## config.mk

```make
export PLATFORM = sky130hd
export DESIGN_NAME = fault_flag_routing
export DESIGN_NICKNAME = d
export VERILOG_FILES = /design/src/hw/fault_flag_pkg.sv /design/src/hw/fault_flag_routing.sv
export SDC_FILE = /design/constraint.sdc
export NUM_CORES = 1
export LEC_CHECK = 0
export BUFFER_PORTS_ARGS = -buffer_cell sky130_fd_sc_hd__buf_2
export CAP_MARGIN = 10
export CORE_MARGIN = 2
export CORE_UTILIZATION = 35
export DETAILED_ROUTE_END_ITERATION = 12
export GPL_TIMING_DRIVEN = 0
export HOLD_SLACK_MARGIN = 0.12
export PLACE_DENSITY = 0.6
export SYNTH_ARGS = -nofsm -noshare
export SYNTH_HDL_FRONTEND = slang
export SYNTH_SLANG_ARGS = --single-unit
```

## constraint.sdc

```tcl
create_clock -name i_sys_clk -period 2 [get_ports i_sys_clk]
set_clock_uncertainty 0.2 [all_clocks]
set_input_delay 0.2 -clock i_sys_clk [delete_from_list [all_inputs] [get_ports i_sys_clk]]
set_output_delay 0.2 -clock i_sys_clk [all_outputs]
set_load 0.05 [all_outputs]
```

## src/hw/fault_flag_pkg.sv

```systemverilog
// Shared constants and carriers for the fault flag routing block
package fault_flag_pkg;

   localparam int unsigned        CHANNELS          = 4;
   localparam logic [7:0]         ROUTING_OFFSET    = 8'h81;
   localparam logic [7:0]         ROUTING_RESET     = 8'h00;
   localparam logic [7:0]         ROUTING_USED_MASK = 8'h1F;
   localparam logic [7:0]         READ_UNMAPPED     = 8'h00;
   localparam int unsigned        SYNC_STAGES       = 2;

   // Routing register layout, bit 7 down to bit 0
   typedef struct packed {
      logic [2:0] unused;
      logic       supply_range_pass;
      logic       battery_short_pass;
      logic       open_load_pass;
      logic       current_limit_pass;
      logic       thermal_shutdown_pass;
   } routing_t;

   // One bit per output channel for each driver fault type
   typedef struct packed {
      logic [CHANNELS-1:0] battery_short_fault;
      logic [CHANNELS-1:0] open_load_fault;
      logic [CHANNELS-1:0] current_limit_fault;
      logic [CHANNELS-1:0] thermal_shutdown_fault;
   } channel_faults_t;

   // Under and over voltage monitors of both supply inputs
   typedef struct packed {
      logic supply_input_a_uv;
      logic supply_input_a_ov;
      logic supply_input_b_uv;
      logic supply_input_b_ov;
   } supply_status_t;

endpackage : fault_flag_pkg

```

## src/hw/fault_flag_routing.sv

```systemverilog
// Fault flag routing: routing register, diagnostic persistence and open-drain flag
// Contract
// Routing register at 0x81 reads back writes
// Power-on reset or wake loads 0x00
// Bit 3 gates battery short of any channel
// Bit 2 gates open load of any channel
// Bit 1 gates current limit of any channel
// OR each type over channels; bit 0 thermal
// Bit 4 gates any supply under/over voltage
// Flag low while passed category active, else released
// Flag follows persistence of diagnostic bits
// Host isolates fault type by enabling categories
// Current limit and thermal faults latch until cleared
// Clear-on-read makes real-time faults latch
// Bits 7 to 5 ignored, read zero
`timescale 1ns/100ps
`default_nettype none

module fault_flag_routing
(
   input  wire logic                            i_sys_clk,
   input  wire logic                            i_rst,
   input  wire logic                            i_wake,
   input  wire logic [7:0]                      i_reg_addr,
   input  wire logic                            i_reg_wr,
   input  wire logic                            i_reg_rd,
   input  wire logic [7:0]                      i_reg_wdata,
   output logic      [7:0]                      o_reg_rdata,
   input  wire fault_flag_pkg::channel_faults_t i_channel_faults,
   input  wire fault_flag_pkg::supply_status_t  i_supply_status,
   input  wire logic                            i_clear_on_read_capture,
   input  wire logic [fault_flag_pkg::CHANNELS-1:0] i_latched_clear,
   input  wire logic                            i_diag_read_clear,
   output fault_flag_pkg::channel_faults_t      o_diag_state,
   output logic                                 o_fault_flag_n_out,
   output logic                                 o_fault_flag_n_oe
);

   localparam int unsigned NCH = fault_flag_pkg::CHANNELS;

   fault_flag_pkg::routing_t        routing;
   fault_flag_pkg::routing_t        next_routing;
   logic [7:0]                      next_reg_rdata;
   fault_flag_pkg::channel_faults_t chan_sync1;
   fault_flag_pkg::channel_faults_t chan_sync2;
   fault_flag_pkg::supply_status_t  supply_sync1;
   fault_flag_pkg::supply_status_t  supply_sync2;
   fault_flag_pkg::channel_faults_t held;
   fault_flag_pkg::channel_faults_t next_held;
   logic                            supply_held;
   logic                            next_supply_held;
   logic                            supply_now;
   logic                            flag_active;
   logic                            next_flag_oe;

   // Open-drain: the pin is only ever pulled low, never driven high
   assign o_fault_flag_n_out = 1'b0;
   assign o_diag_state       = held;

   // Register port
   always_comb
   begin
      next_routing   = routing;
      next_reg_rdata = o_reg_rdata;
      // Wake reload
      if (i_wake)
      begin
         next_routing = fault_flag_pkg::routing_t'(fault_flag_pkg::ROUTING_RESET);
      end
      // Routing write
      // Unused bits dropped
      else if (i_reg_wr && i_reg_addr == fault_flag_pkg::ROUTING_OFFSET)
      begin
         next_routing = fault_flag_pkg::routing_t'(i_reg_wdata & fault_flag_pkg::ROUTING_USED_MASK);
      end
      if (i_reg_rd)
      begin
         next_reg_rdata = (i_reg_addr == fault_flag_pkg::ROUTING_OFFSET) ? routing
                                                                        : fault_flag_pkg::READ_UNMAPPED;
      end
   end

   always_ff @(posedge i_sys_clk or posedge i_rst)
   begin
      if (i_rst)
      begin
         routing     <= fault_flag_pkg::routing_t'(fault_flag_pkg::ROUTING_RESET);
         o_reg_rdata <= fault_flag_pkg::READ_UNMAPPED;
      end
      else
      begin
         routing     <= next_routing;
         o_reg_rdata <= next_reg_rdata;
      end
   end

   // Fault monitors are analog and asynchronous to this clock
   always_ff @(posedge i_sys_clk or posedge i_rst)
   begin
      if (i_rst)
      begin
         chan_sync1   <= '0;
         chan_sync2   <= '0;
         supply_sync1 <= '0;
         supply_sync2 <= '0;
      end
      else
      begin
         chan_sync1   <= i_channel_faults;
         chan_sync2   <= chan_sync1;
         supply_sync1 <= i_supply_status;
         supply_sync2 <= supply_sync1;
      end
   end

   // Diagnostic persistence; a fault present in the clearing cycle survives the clear
   always_comb
   begin
      supply_now = |supply_sync2;
      // Latched types hold until the per-channel clear
      next_held.current_limit_fault    = chan_sync2.current_limit_fault
                                       | (held.current_limit_fault & ~i_latched_clear);
      next_held.thermal_shutdown_fault = chan_sync2.thermal_shutdown_fault
                                       | (held.thermal_shutdown_fault & ~i_latched_clear);
      // Capture real-time types while clear-on-read is set
      if (i_clear_on_read_capture)
      begin
         next_held.battery_short_fault = chan_sync2.battery_short_fault
                                       | (held.battery_short_fault & {NCH{~i_diag_read_clear}});
         next_held.open_load_fault     = chan_sync2.open_load_fault
                                       | (held.open_load_fault & {NCH{~i_diag_read_clear}});
         next_supply_held              = supply_now | (supply_held & ~i_diag_read_clear);
      end
      // Real-time types track the live condition
      else
      begin
         next_held.battery_short_fault = chan_sync2.battery_short_fault;
         next_held.open_load_fault     = chan_sync2.open_load_fault;
         next_supply_held              = supply_now;
      end
   end

   // Flag combining
   always_comb
   begin
      // Battery short gate
      // Open load gate
      // Current limit gate
      // OR across channels, thermal gate
      // Supply range gate
      flag_active = (routing.battery_short_pass    && |held.battery_short_fault)
                 || (routing.open_load_pass        && |held.open_load_fault)
                 || (routing.current_limit_pass    && |held.current_limit_fault)
                 || (routing.thermal_shutdown_pass && |held.thermal_shutdown_fault)
                 || (routing.supply_range_pass     && supply_held);
      // Pull low while any passed category active
      next_flag_oe = flag_active;
   end

   always_ff @(posedge i_sys_clk or posedge i_rst)
   begin
      if (i_rst)
      begin
         held              <= '0;
         supply_held       <= 1'b0;
         o_fault_flag_n_oe <= 1'b0;
      end
      else
      begin
         held              <= next_held;
         supply_held       <= next_supply_held;
         o_fault_flag_n_oe <= next_flag_oe;
      end
   end
endmodule : fault_flag_routing

`default_nettype wire

```

==> metrics.md, run 1 <==
| Metric | Value |
|---|---|
| Status | `complete, no violations` |
| Mapped Cells | `142` |
| WP data required | `2020 ps` |
| Placed cell areas | `2623 um2` |
| Via count | `1,519` |
| Ratio of cells with drive above 1 in the final layout | `0.3346` |
| Simple-Gate Fraction of Synth Area | `0.06505` |
| Post-CTS Setup Bufs | `0` |
| Compound-gate portion of the synthesized area | `0.1140` |
| Drt wl/cell | `12.87 um` |
| Synth Area in Adders | `0` |
| GP Congestion | `0.6725` |
| Hold Fails Final Rpt | `0` |
| Predominant post-synthesis flop cell | `dfrtp_1` |
| Critical Path, Cell by Cell | `buf_2 > or4b_1 > o31ai_1 > a21oi_1 > dlygate4sd3_1` |
| Worst Hold Class | `flop to flop` |
| Setup TNS Final | `0 ps` |
| Async set-reset flop share out of synthesis | `1.000` |
| Switching part of the total | `0.2625` |
| Hold_ws | `145.6 ps` |
| Post-route design area | `about 3200 um2` |
| Synth top area cells | `dfrtp_1 78%, a21o_1 5.5%, inv_1 1.9%` |
| Total gr overflow | `0` |
| Data arrival time of the worst path | `1930 ps` |
| Crit start category | `input pin` |
| Largest family of logic cells by synthesized area | `compound AO/OA/AOI/OAI gates` |
| H-tree depth | `3` |
| CP peak stage delay | `630 ps` |
| Vias in the first global route | `1,616` |
| Initial DRC Count | `44` |
| Final HPWL DP | `2736 um` |
| Post-Synth XOR/XNOR Area | `0` |
| Sequential power share | `0.531` |
| CP Capture Type | `flop` |
| Cell taking the most area after synthesis | `dfrtp_1` |
| Final wirelength | `4388 um` |
| Clk pin slew, worst setup/hold paths | `80 ps` |
| RSZ-0062 raised after global routing | `no` |
| Fin crit period | `approximately 1900 ps` |
| #FFs+latches synth | `68` |
| Max Cap Viol | `0` |
| CTS sink cnt | `a little under 70` |
| First-pass GRT wire length | `around 7500 um` |
| Post-synth top area share | `0.7830` |
| Die width | `about 83 um` |
| Area of the core | `5956 um2` |
| Clock buffer count from CTS | `9` |
| Routed Antenna Nets | `0` |
| CP max-delay cell | `or4b_1` |
| EDFF count, synth | `0` |
| Largest net degree at the start of global routing | `just over 40` |
| Power per cell area | `861.4 nW/um2` |
| Post-synth cell types | `20` |
| DRT Pass-1 Iters | `4` |
| Clk pwr share | `0.366` |
| Max VDD drop | `0.5823 mV` |
| Clock tree buffer depth | `2` |
| Internal power | `~2.0 mW` |
| Post-synthesis mux area share | `0` |
| Area Overhead vs Synth | `47.61%` |
| Leakage | `between 1.5 and 2 nW` |
| Register area share after synthesis | `0.7830` |
| Final worst-path cycle share | `0.9513` |
| Final Setup Violations | `0` |
| Initial antenna violation count | `0` |
| IO buf count | `64` |
| Combinational share of power | `0.103` |
| Post-layout nets | `308` |
| Max Freq | `roughly 0.53 GHz` |
| Clk_lat worst skew | `~340 ps` |
| Die area | `approximately 6900 um2` |
| Yosys warns | `0` |
| Crit Path Category | `input pin to flop` |
| GRT Total Usage | `0.1420` |
| Number of diodes | `0` |
| Total power | `2.763 mW` |
| Worst Tran Pin Value | `roughly 600 ps` |
| DRC Markers | `0` |
| Syn avg cell area | `15.31 um2` |
| I/O Pins | `73` |
| Rel. slew slack | `0.5980` |
| Initial core utilization | `0.3649` |
| CTS tree | `yes` |
| Post-synthesis cell area | `between 2000 and 2500 um2` |
| Rows | `28` |
| Most instantiated cells after synthesis | `68 x dfrtp_1, 16 x a21o_1, 11 x inv_1` |
| Slew Viols, Final | `0` |
| Top-count cell post-synth | `dfrtp_1` |
| Clock root buffer | `clkbuf_8` |
| P_sw | `0.7255 mW` |
| Vert. Die Dim | `82.80 um` |
| CP Max Fanout | `5` |
| Routed vias/inst | `4.455` |
-- per-layer routing --
metal	track usage	wire length, um	vias to the layer above
met1	0.1598	1742	724
li1	-	-	725
met2	0.2221	2196	59
met3	0.07753	354	11
met5	0	0	-
met4	0.06408	93	0
-- power by group through the flow --
stage	sequential [mW]	combinational [mW]	clock, mW
floorplan	1.56	0.0752	0
global placement	1.49	0.231	0
detailed placement	1.50	0.239	0
CTS	1.47	0.287	1.04
global route	1.47	0.308	1.12
finish	1.47	0.285	1.01
-- worst max-delay path: cells and delay by family --
family	cells	cell delay, ps
compound gates	2	420
buf+inv	2	680
simple gates	1	630
-- area by class of cell --
type / count / area (um2)
buffer: 6 / 37.54
fill: 538 / 2748
clock inverter: 6 / 47.55
inverter: 11 / 45.04
timing repair buffer: 105 / 740.7
tap: 75 / 93.84
sequential: 68 / 1702
multi-input combinational: 60 / 404.1
clock buffer: 10 / 137.6
-- sequential cells by signal, summed over array words and instances (netlist names) --
signal	flops
supply_sync1	4
supply_held	1
o_diag_state	16
chan_sync1	16
routing	5
supply_sync2	4
o_fault_flag_n_oe	1
chan_sync2	16
o_reg_rdata	5
-- layout by cell type, fill, tap and decap left out, drive strengths merged, types with 2 or more instances in the layout --
master / count
clkinvlp: 5
buf: 70
nand2: 8
o41ai: 3
dlygate4sd3: 40
o22ai: 5
nor4b: 2
clkbuf: 11
conb: 4
a21oi: 5
a21o: 16
o31ai: 5
inv: 11
or4b: 2
dfrtp: 68
nand4: 6
-- kinds of logic (layout without fill, tap and decap cells) --
logic type / after synthesis / count (layout)
other cells: 1 / 4
simple gates: 21 / 21
flops: 68 / 68
compound gates: 35 / 35
buf+inv: 17 / 138
-- final timing paths --
kind | start | end | slack (ps) | cells past startpoint
min reg2reg | supply_sync1[2]$_DFF_PP0_ | supply_sync2[2]$_DFF_PP0_ | 150 | 0
min | supply_sync1[2]$_DFF_PP0_ | supply_sync2[2]$_DFF_PP0_ | 150 | 0
min in group asynchronous | i_rst | supply_sync2[2]$_DFF_PP0_ | 270 | 3
max in group asynchronous | i_rst | chan_sync1[6]$_DFF_PP0_ | 750 | 4
max reg2reg | o_diag_state[8]$_DFF_PP0_ | o_fault_flag_n_oe$_DFF_PP0_ | 440 | 3
max | i_reg_addr[1] | routing[4]$_DFFE_PP0P_ | 100 | 5
-- repair_timing --
action	4_1_cts	5_1_grt
hold buffers	40	0
endpoints found under the hold margin	66	0
gates resized for setup	0	0
-- stage by stage --
stage                     setup WS, ps  utilization  instances
after CTS                        246.0       0.5387        341
after global placement           402.9       0.4370        284
after global routing             90.16       0.5387        341
after floorplan                  328.4            -        145
final                            97.37       0.5387        341
after detailed placement         402.4       0.4403        285
Power figures use the tool's default switching activity.
==> inputs of run 2 (changes only) <==
Settings changed: GPL_TIMING_DRIVEN 0 to 1.
Clock period 2 ns to 1.6 ns, I/O delays scaled along.
==> metrics.md, run 2 (same netlist as run 1, synthesis figures left out) <==
| Metric | Value |
|---|---|
| WP data required | `1590 ps` |
| Post-layout nets | `between 200 and 300` |
| Rel. slew slack | `0.6005` |
| Largest net degree at the start of global routing | `69` |
| IO buf count | `65` |
| Via count | `1,463` |
| Utilization after layout | `0.5368` |
| Buf/Inv on CP | `0` |
| Worst Tran Pin Value | `598.0 ps` |
| Clk_lat worst skew | `330 ps` |
| Initial DRC Count | `124` |
| GRT Total Usage | `0.1368` |
| Power per cell area | `1171 nW/um2` |
| Fin crit period | `~1500 ps` |
| Final worst-path cycle share | `0.9621` |
| RSZ-0062 raised after global routing | `yes` |
| CP Capture Type | `flop` |
| Fill cell count | `511` |
| Routed vias/inst | `4.420` |
| Vert. Die Dim | `82.80 um` |
| Max Cap Viol | `0` |
| Ratio of cells with drive above 1 in the final layout | `0.3555` |
| Die width | `82.80 um` |
| CTS sink cnt | `68` |
| Dpl cells | `280` |
| Area of the core | `5956 um2` |
| Data arrival time of the worst path | `1530 ps` |
| Number of diodes | `0` |
| Die area | `roughly 6900 um2` |
| Clock root buffer | `clkbuf_8` |
| Leakage | `1.521 nW` |
| # hold bufs at CTS | `38` |
| DRT Pass-1 Iters | `4` |
| CP Max Fanout | `3` |
| Crit Path Category | `flop to flop` |
| Final HPWL DP | `2769 um` |
| Max VDD drop | `between 0.6 and 0.7 mV` |
| Routed Antenna Nets | `0` |
| Clk pin slew, worst setup/hold paths | `80 ps` |
| Initial antenna violation count | `0` |
| Rows | `28` |
| I/O Pins | `73` |
| Most frequent cells in the layout | `65 x dfrtp_1, 64 x buf_2, 35 x dlygate4sd3_1, 16 x a21o_1, 10 x inv_1` |
| Final Setup Violations | `0` |
| Final wirelength | `about 4500 um` |
| Top cell family by delay on the critical path | `simple AND/OR/NAND/NOR gates` |
| CTS tree | `yes` |
| Status | `finished with violations` |
| Failing checks | `hold timing` |
| Worst Hold Class | `input pin to flop` |
| Hold Fails Final Rpt | `4` |
| DRC Markers | `0` |
| Clock tree buffer depth | `2` |
| Slew Viols, Final | `0` |
| Total gr overflow | `0` |
| GP Congestion | `about 0.71` |
| Hold_ws | `-21.14 ps` |
| CP max-delay cell | `or4_4` |
| Max Freq | `0.6496 GHz` |
| Vias in the first global route | `1,562` |
| Initial core utilization | `0.3649` |
| Drt wl/cell | `13.46 um` |
| Layout Cells excl Fill | `331` |
| Clock buffer count from CTS | `9` |
| Post-route design area | `3197 um2` |
| H-tree depth | `3` |
| Area Overhead vs Synth | `47.09%` |
| Most common cell after layout, fill and taps aside | `dfrtp_1` |
| Placed cell areas | `roughly 2600 um2` |
| Crit start category | `flop` |
| Critical Path, Cell by Cell | `or4_4 > a22oi_2 > nand4_1` |
| First-pass GRT wire length | `about 7300 um` |
| CP peak stage delay | `between 500 and 600 ps` |
## run 2: cell count changes in the layout (fill, tap and decap cells not counted), sizes merged
cell / previous run / this run
dlygate4sd3: 40 / 35
buf: 70 / 66
clkinvlp: 5 / 1
clkinv: 1 / 4
bufinv: 0 / 2
clkbuf: 11 / 9
## run 2: per-stage QoR
stage | TNS [ps] | power, mW | setup slack (ps)
2_1_floorplan | 0 | 2.051 | 9.770
3_3_place_gp | 0 | 2.155 | 47.23
3_5_place_dp | 0 | 2.163 | 15.92
4_1_cts | 0 | 3.780 | 0.4722
5_1_grt | -5.946 | 3.907 | -5.946
6_report | 0 | 3.745 | 60.69
## run 2: repair_timing
action / CTS / global route
resized for setup: 0 / 5
setup buffers: 0 / 0
hold endpoints to repair: 115 / 8
endpoints found under the setup margin: 0 / 4
## run 2: worst register-to-register path, cell delays in order (launching register included)
cell and delay, ps:
dfrtp_2 420, or4_4 540, a22oi_2 140, nand4_1 100
## run 2: final cells by class
class	count	area, um2	area share
clock buffer	9	123.9	0.03875
multi-input combinational	60	430.4	0.1346
tap	75	93.84	0.02935
timing repair buffer	101	698.2	0.2184
clock inverter	7	100.1	0.03131
inverter	11	45.04	0.01409
sequential	68	1705	0.5335
## run 2: per-layer routing
metal / part of all wire / track usage / routed length, um
met1: 0.41 / 0.1642 / 1842
met2: 0.54 / 0.2317 / 2394
met3: 0.041 / 0.03479 / 182
met4: 0.0083 / 0.06259 / 37
met5: 0 / 0 / 0
## run 2: path summary, 6_finish.rpt
check / startpoint / slack, ps / to / cells past startpoint
min in group asynchronous: i_rst / 260 / chan_sync1[13]$_DFF_PP0_ / 4
max in group asynchronous: i_rst / 640 / o_diag_state[10]$_DFF_PP0_ / 4
worst min-delay path: i_reg_addr[1] / -20 / routing[0]$_DFFE_PP0P_ / 4
worst max-delay path: o_diag_state[8]$_DFF_PP0_ / 60 / o_fault_flag_n_oe$_DFF_PP0_ / 3
worst max register to register: o_diag_state[8]$_DFF_PP0_ / 60 / o_fault_flag_n_oe$_DFF_PP0_ / 3
worst min register to register: chan_sync1[7]$_DFF_PP0_ / 150 / chan_sync2[7]$_DFF_PP0_ / 0
## run 2: report_power, final
| part | leakage [nW] | internal [mW] | total, mW | switching, mW |
|---|---|---|---|---|
| logic | 0.604 | 0.143 | 0.363 | 0.220 |
| registers | 0.803 | 1.80 | 1.84 | 0.0390 |
| clock network | 0.114 | 0.888 | 1.55 | 0.657 |
==> inputs of run 3 (changes only) <==
Settings changed: CORE_UTILIZATION 35 to 44, PLACE_DENSITY 0.6 to 0.73.
==> metrics.md, run 3 (same netlist as run 1, synthesis figures left out) <==
| Metric | Value |
|---|---|
| Clock root buffer | `clkbuf_8` |
| Fin crit period | `1566 ps` |
| WP data required | `1670 ps` |
| DRT Pass-1 Iters | `4` |
| Leakage | `between 1.5 and 2 nW` |
| Initial core utilization | `0.4571` |
| H-tree depth | `3` |
| Critical Path, Cell by Cell | `dlygate4sd3_1 > buf_4 > nand4_1 > dlygate4sd3_1 > a21oi_2` |
| Power per cell area | `1167 nW/um2` |
| Status | `finished with violations` |
| Final HPWL DP | `2789 um` |
| First-pass GRT wire length | `7383 um` |
| Clock buffer count from CTS | `9` |
| Hold Fails Final Rpt | `1` |
| Buf/Inv on CP | `3` |
| Area Overhead vs Synth | `47.61%` |
| CP Max Fanout | `6` |
| Most frequent cell on the critical path | `dlygate4sd3_1` |
| Rows | `25` |
| Fill cell count | `345` |
| CP Capture Type | `flop` |
| Final worst-path cycle share | `0.9788` |
| I/O Pins | `73` |
| Max VDD drop | `1.473 mV` |
| Clk pin slew, worst setup/hold paths | `70 ps` |
| Final wirelength | `4599 um` |
| CTS tree | `yes` |
| IO buf count | `65` |
| Max Cap Viol | `0` |
| Number of diodes | `0` |
| Worst Tran Pin Value | `635.7 ps` |
| Crit Path Category | `input pin to flop` |
| # hold bufs at CTS | `36` |
| Routed Antenna Nets | `0` |
| Multi-input logic area | `425.4 um2` |
| Rel. slew slack | `0.5753` |
| Area of the core | `4755 um2` |
| Pre-CTS setup slack | `40.90 ps` |
| Die area | `5518 um2` |
| Slew Viols, Final | `0` |
| GRT Total Usage | `0.1888` |
| FF/Latch Area | `about 1700 um2` |
| GP Congestion | `about 0.76` |
| Worst Hold Class | `input pin to flop` |
| Initial DRC Count | `70` |
| Initial antenna violation count | `0` |
| Via count | `about 1,500` |
| Final Setup Violations | `0` |
| Final worst slack | `33.90 ps` |
| Crit start category | `input pin` |
| RSZ-0062 raised after global routing | `no` |
| CTS sink cnt | `68` |
| Hold_ws | `-22.55 ps` |
| CP peak stage delay | `about 590 ps` |
| Post-CTS Setup Bufs | `0` |
| Largest net degree at the start of global routing | `30` |
| Die width | `74.28 um` |
| Most frequent cells in the layout | `65 x dfrtp_1, 64 x buf_2, 35 x dlygate4sd3_1, 16 x a21o_1` |
| Failing checks | `hold timing` |
| Total gr overflow | `0` |
| Drt wl/cell | `14.15 um` |
| Routed vias/inst | `4.686` |
| Data arrival time of the worst path | `1630 ps` |
| Max Freq | `~0.64 GHz` |
| Setup TNS Final | `0 ps` |
| Ratio of cells with drive above 1 in the final layout | `0.3450` |
| Post-layout nets | `300` |
| DRC Markers | `0` |
| Vias in the first global route | `1,617` |
| Top cell family by delay on the critical path | `buffers and inverters` |
| Most common cell after layout, fill and taps aside | `dfrtp_1` |
| Vert. Die Dim | `74.28 um` |
| Clk_lat worst skew | `340 ps` |
| Total power | `about 3.7 mW` |
| CP max-delay cell | `dlygate4sd3_1` |
| Clock tree buffer depth | `2` |
-- run 3: per-stage QoR --
step                area [um2]  utilization  std cells
floorplan                 2192            -        145
global placement          2604       0.5476        273
detailed placement        2604       0.5476        273
CTS                       3182       0.6692        325
global route              3208       0.6747        325
finish                    3208       0.6747        325
-- run 3: final cells by class --
class	instances	area share
Tap cell	67	0.02613
Inverter	11	0.01404
Clock buffer	12	0.04524
Multi-Input combinational cell	60	0.1326
Timing Repair Buffer	103	0.2278
Clock inverter	4	0.02262
Sequential cell	68	0.5316
-- run 3: tightest hold or removal path: stages --
cell and delay, ps:
buf_2 110, nor4b_4 60, nand4_1 80, a21oi_1 50
-- run 3: final timing paths --
path	start	end	slack, ps	cells after the start
max	i_reg_wr	routing[0]$_DFFE_PP0P_	30	5
min	i_reg_addr[5]	routing[2]$_DFFE_PP0P_	-20	4
max reg2reg	o_diag_state[8]$_DFF_PP0_	o_fault_flag_n_oe$_DFF_PP0_	70	3
min reg2reg	chan_sync1[8]$_DFF_PP0_	chan_sync2[8]$_DFF_PP0_	150	0
max in group asynchronous	i_rst	supply_sync1[1]$_DFF_PP0_	510	4
min in group asynchronous	i_rst	o_diag_state[9]$_DFF_PP0_	210	3
-- run 3: routing by layer --
metal,vias up,routed length (um),track usage
met5,-,0,0
met1,740,1929,0.2319
met2,58,2310,0.2996
met4,0,129,0.1190
met3,12,229,0.04878
li1,713,-,-
-- run 3: power by group --
part           total [mW]  switching, mW  leakage, nW  internal, mW
registers            1.84         0.0395        0.803          1.80
logic               0.371          0.225        0.612         0.146
clock network        1.54          0.617        0.107         0.919
-- run 3: what timing repair did --
item,in CTS,in global routing
gates resized for setup,0,5
setup endpoints to repair,0,2
endpoints found under the hold margin,115,5
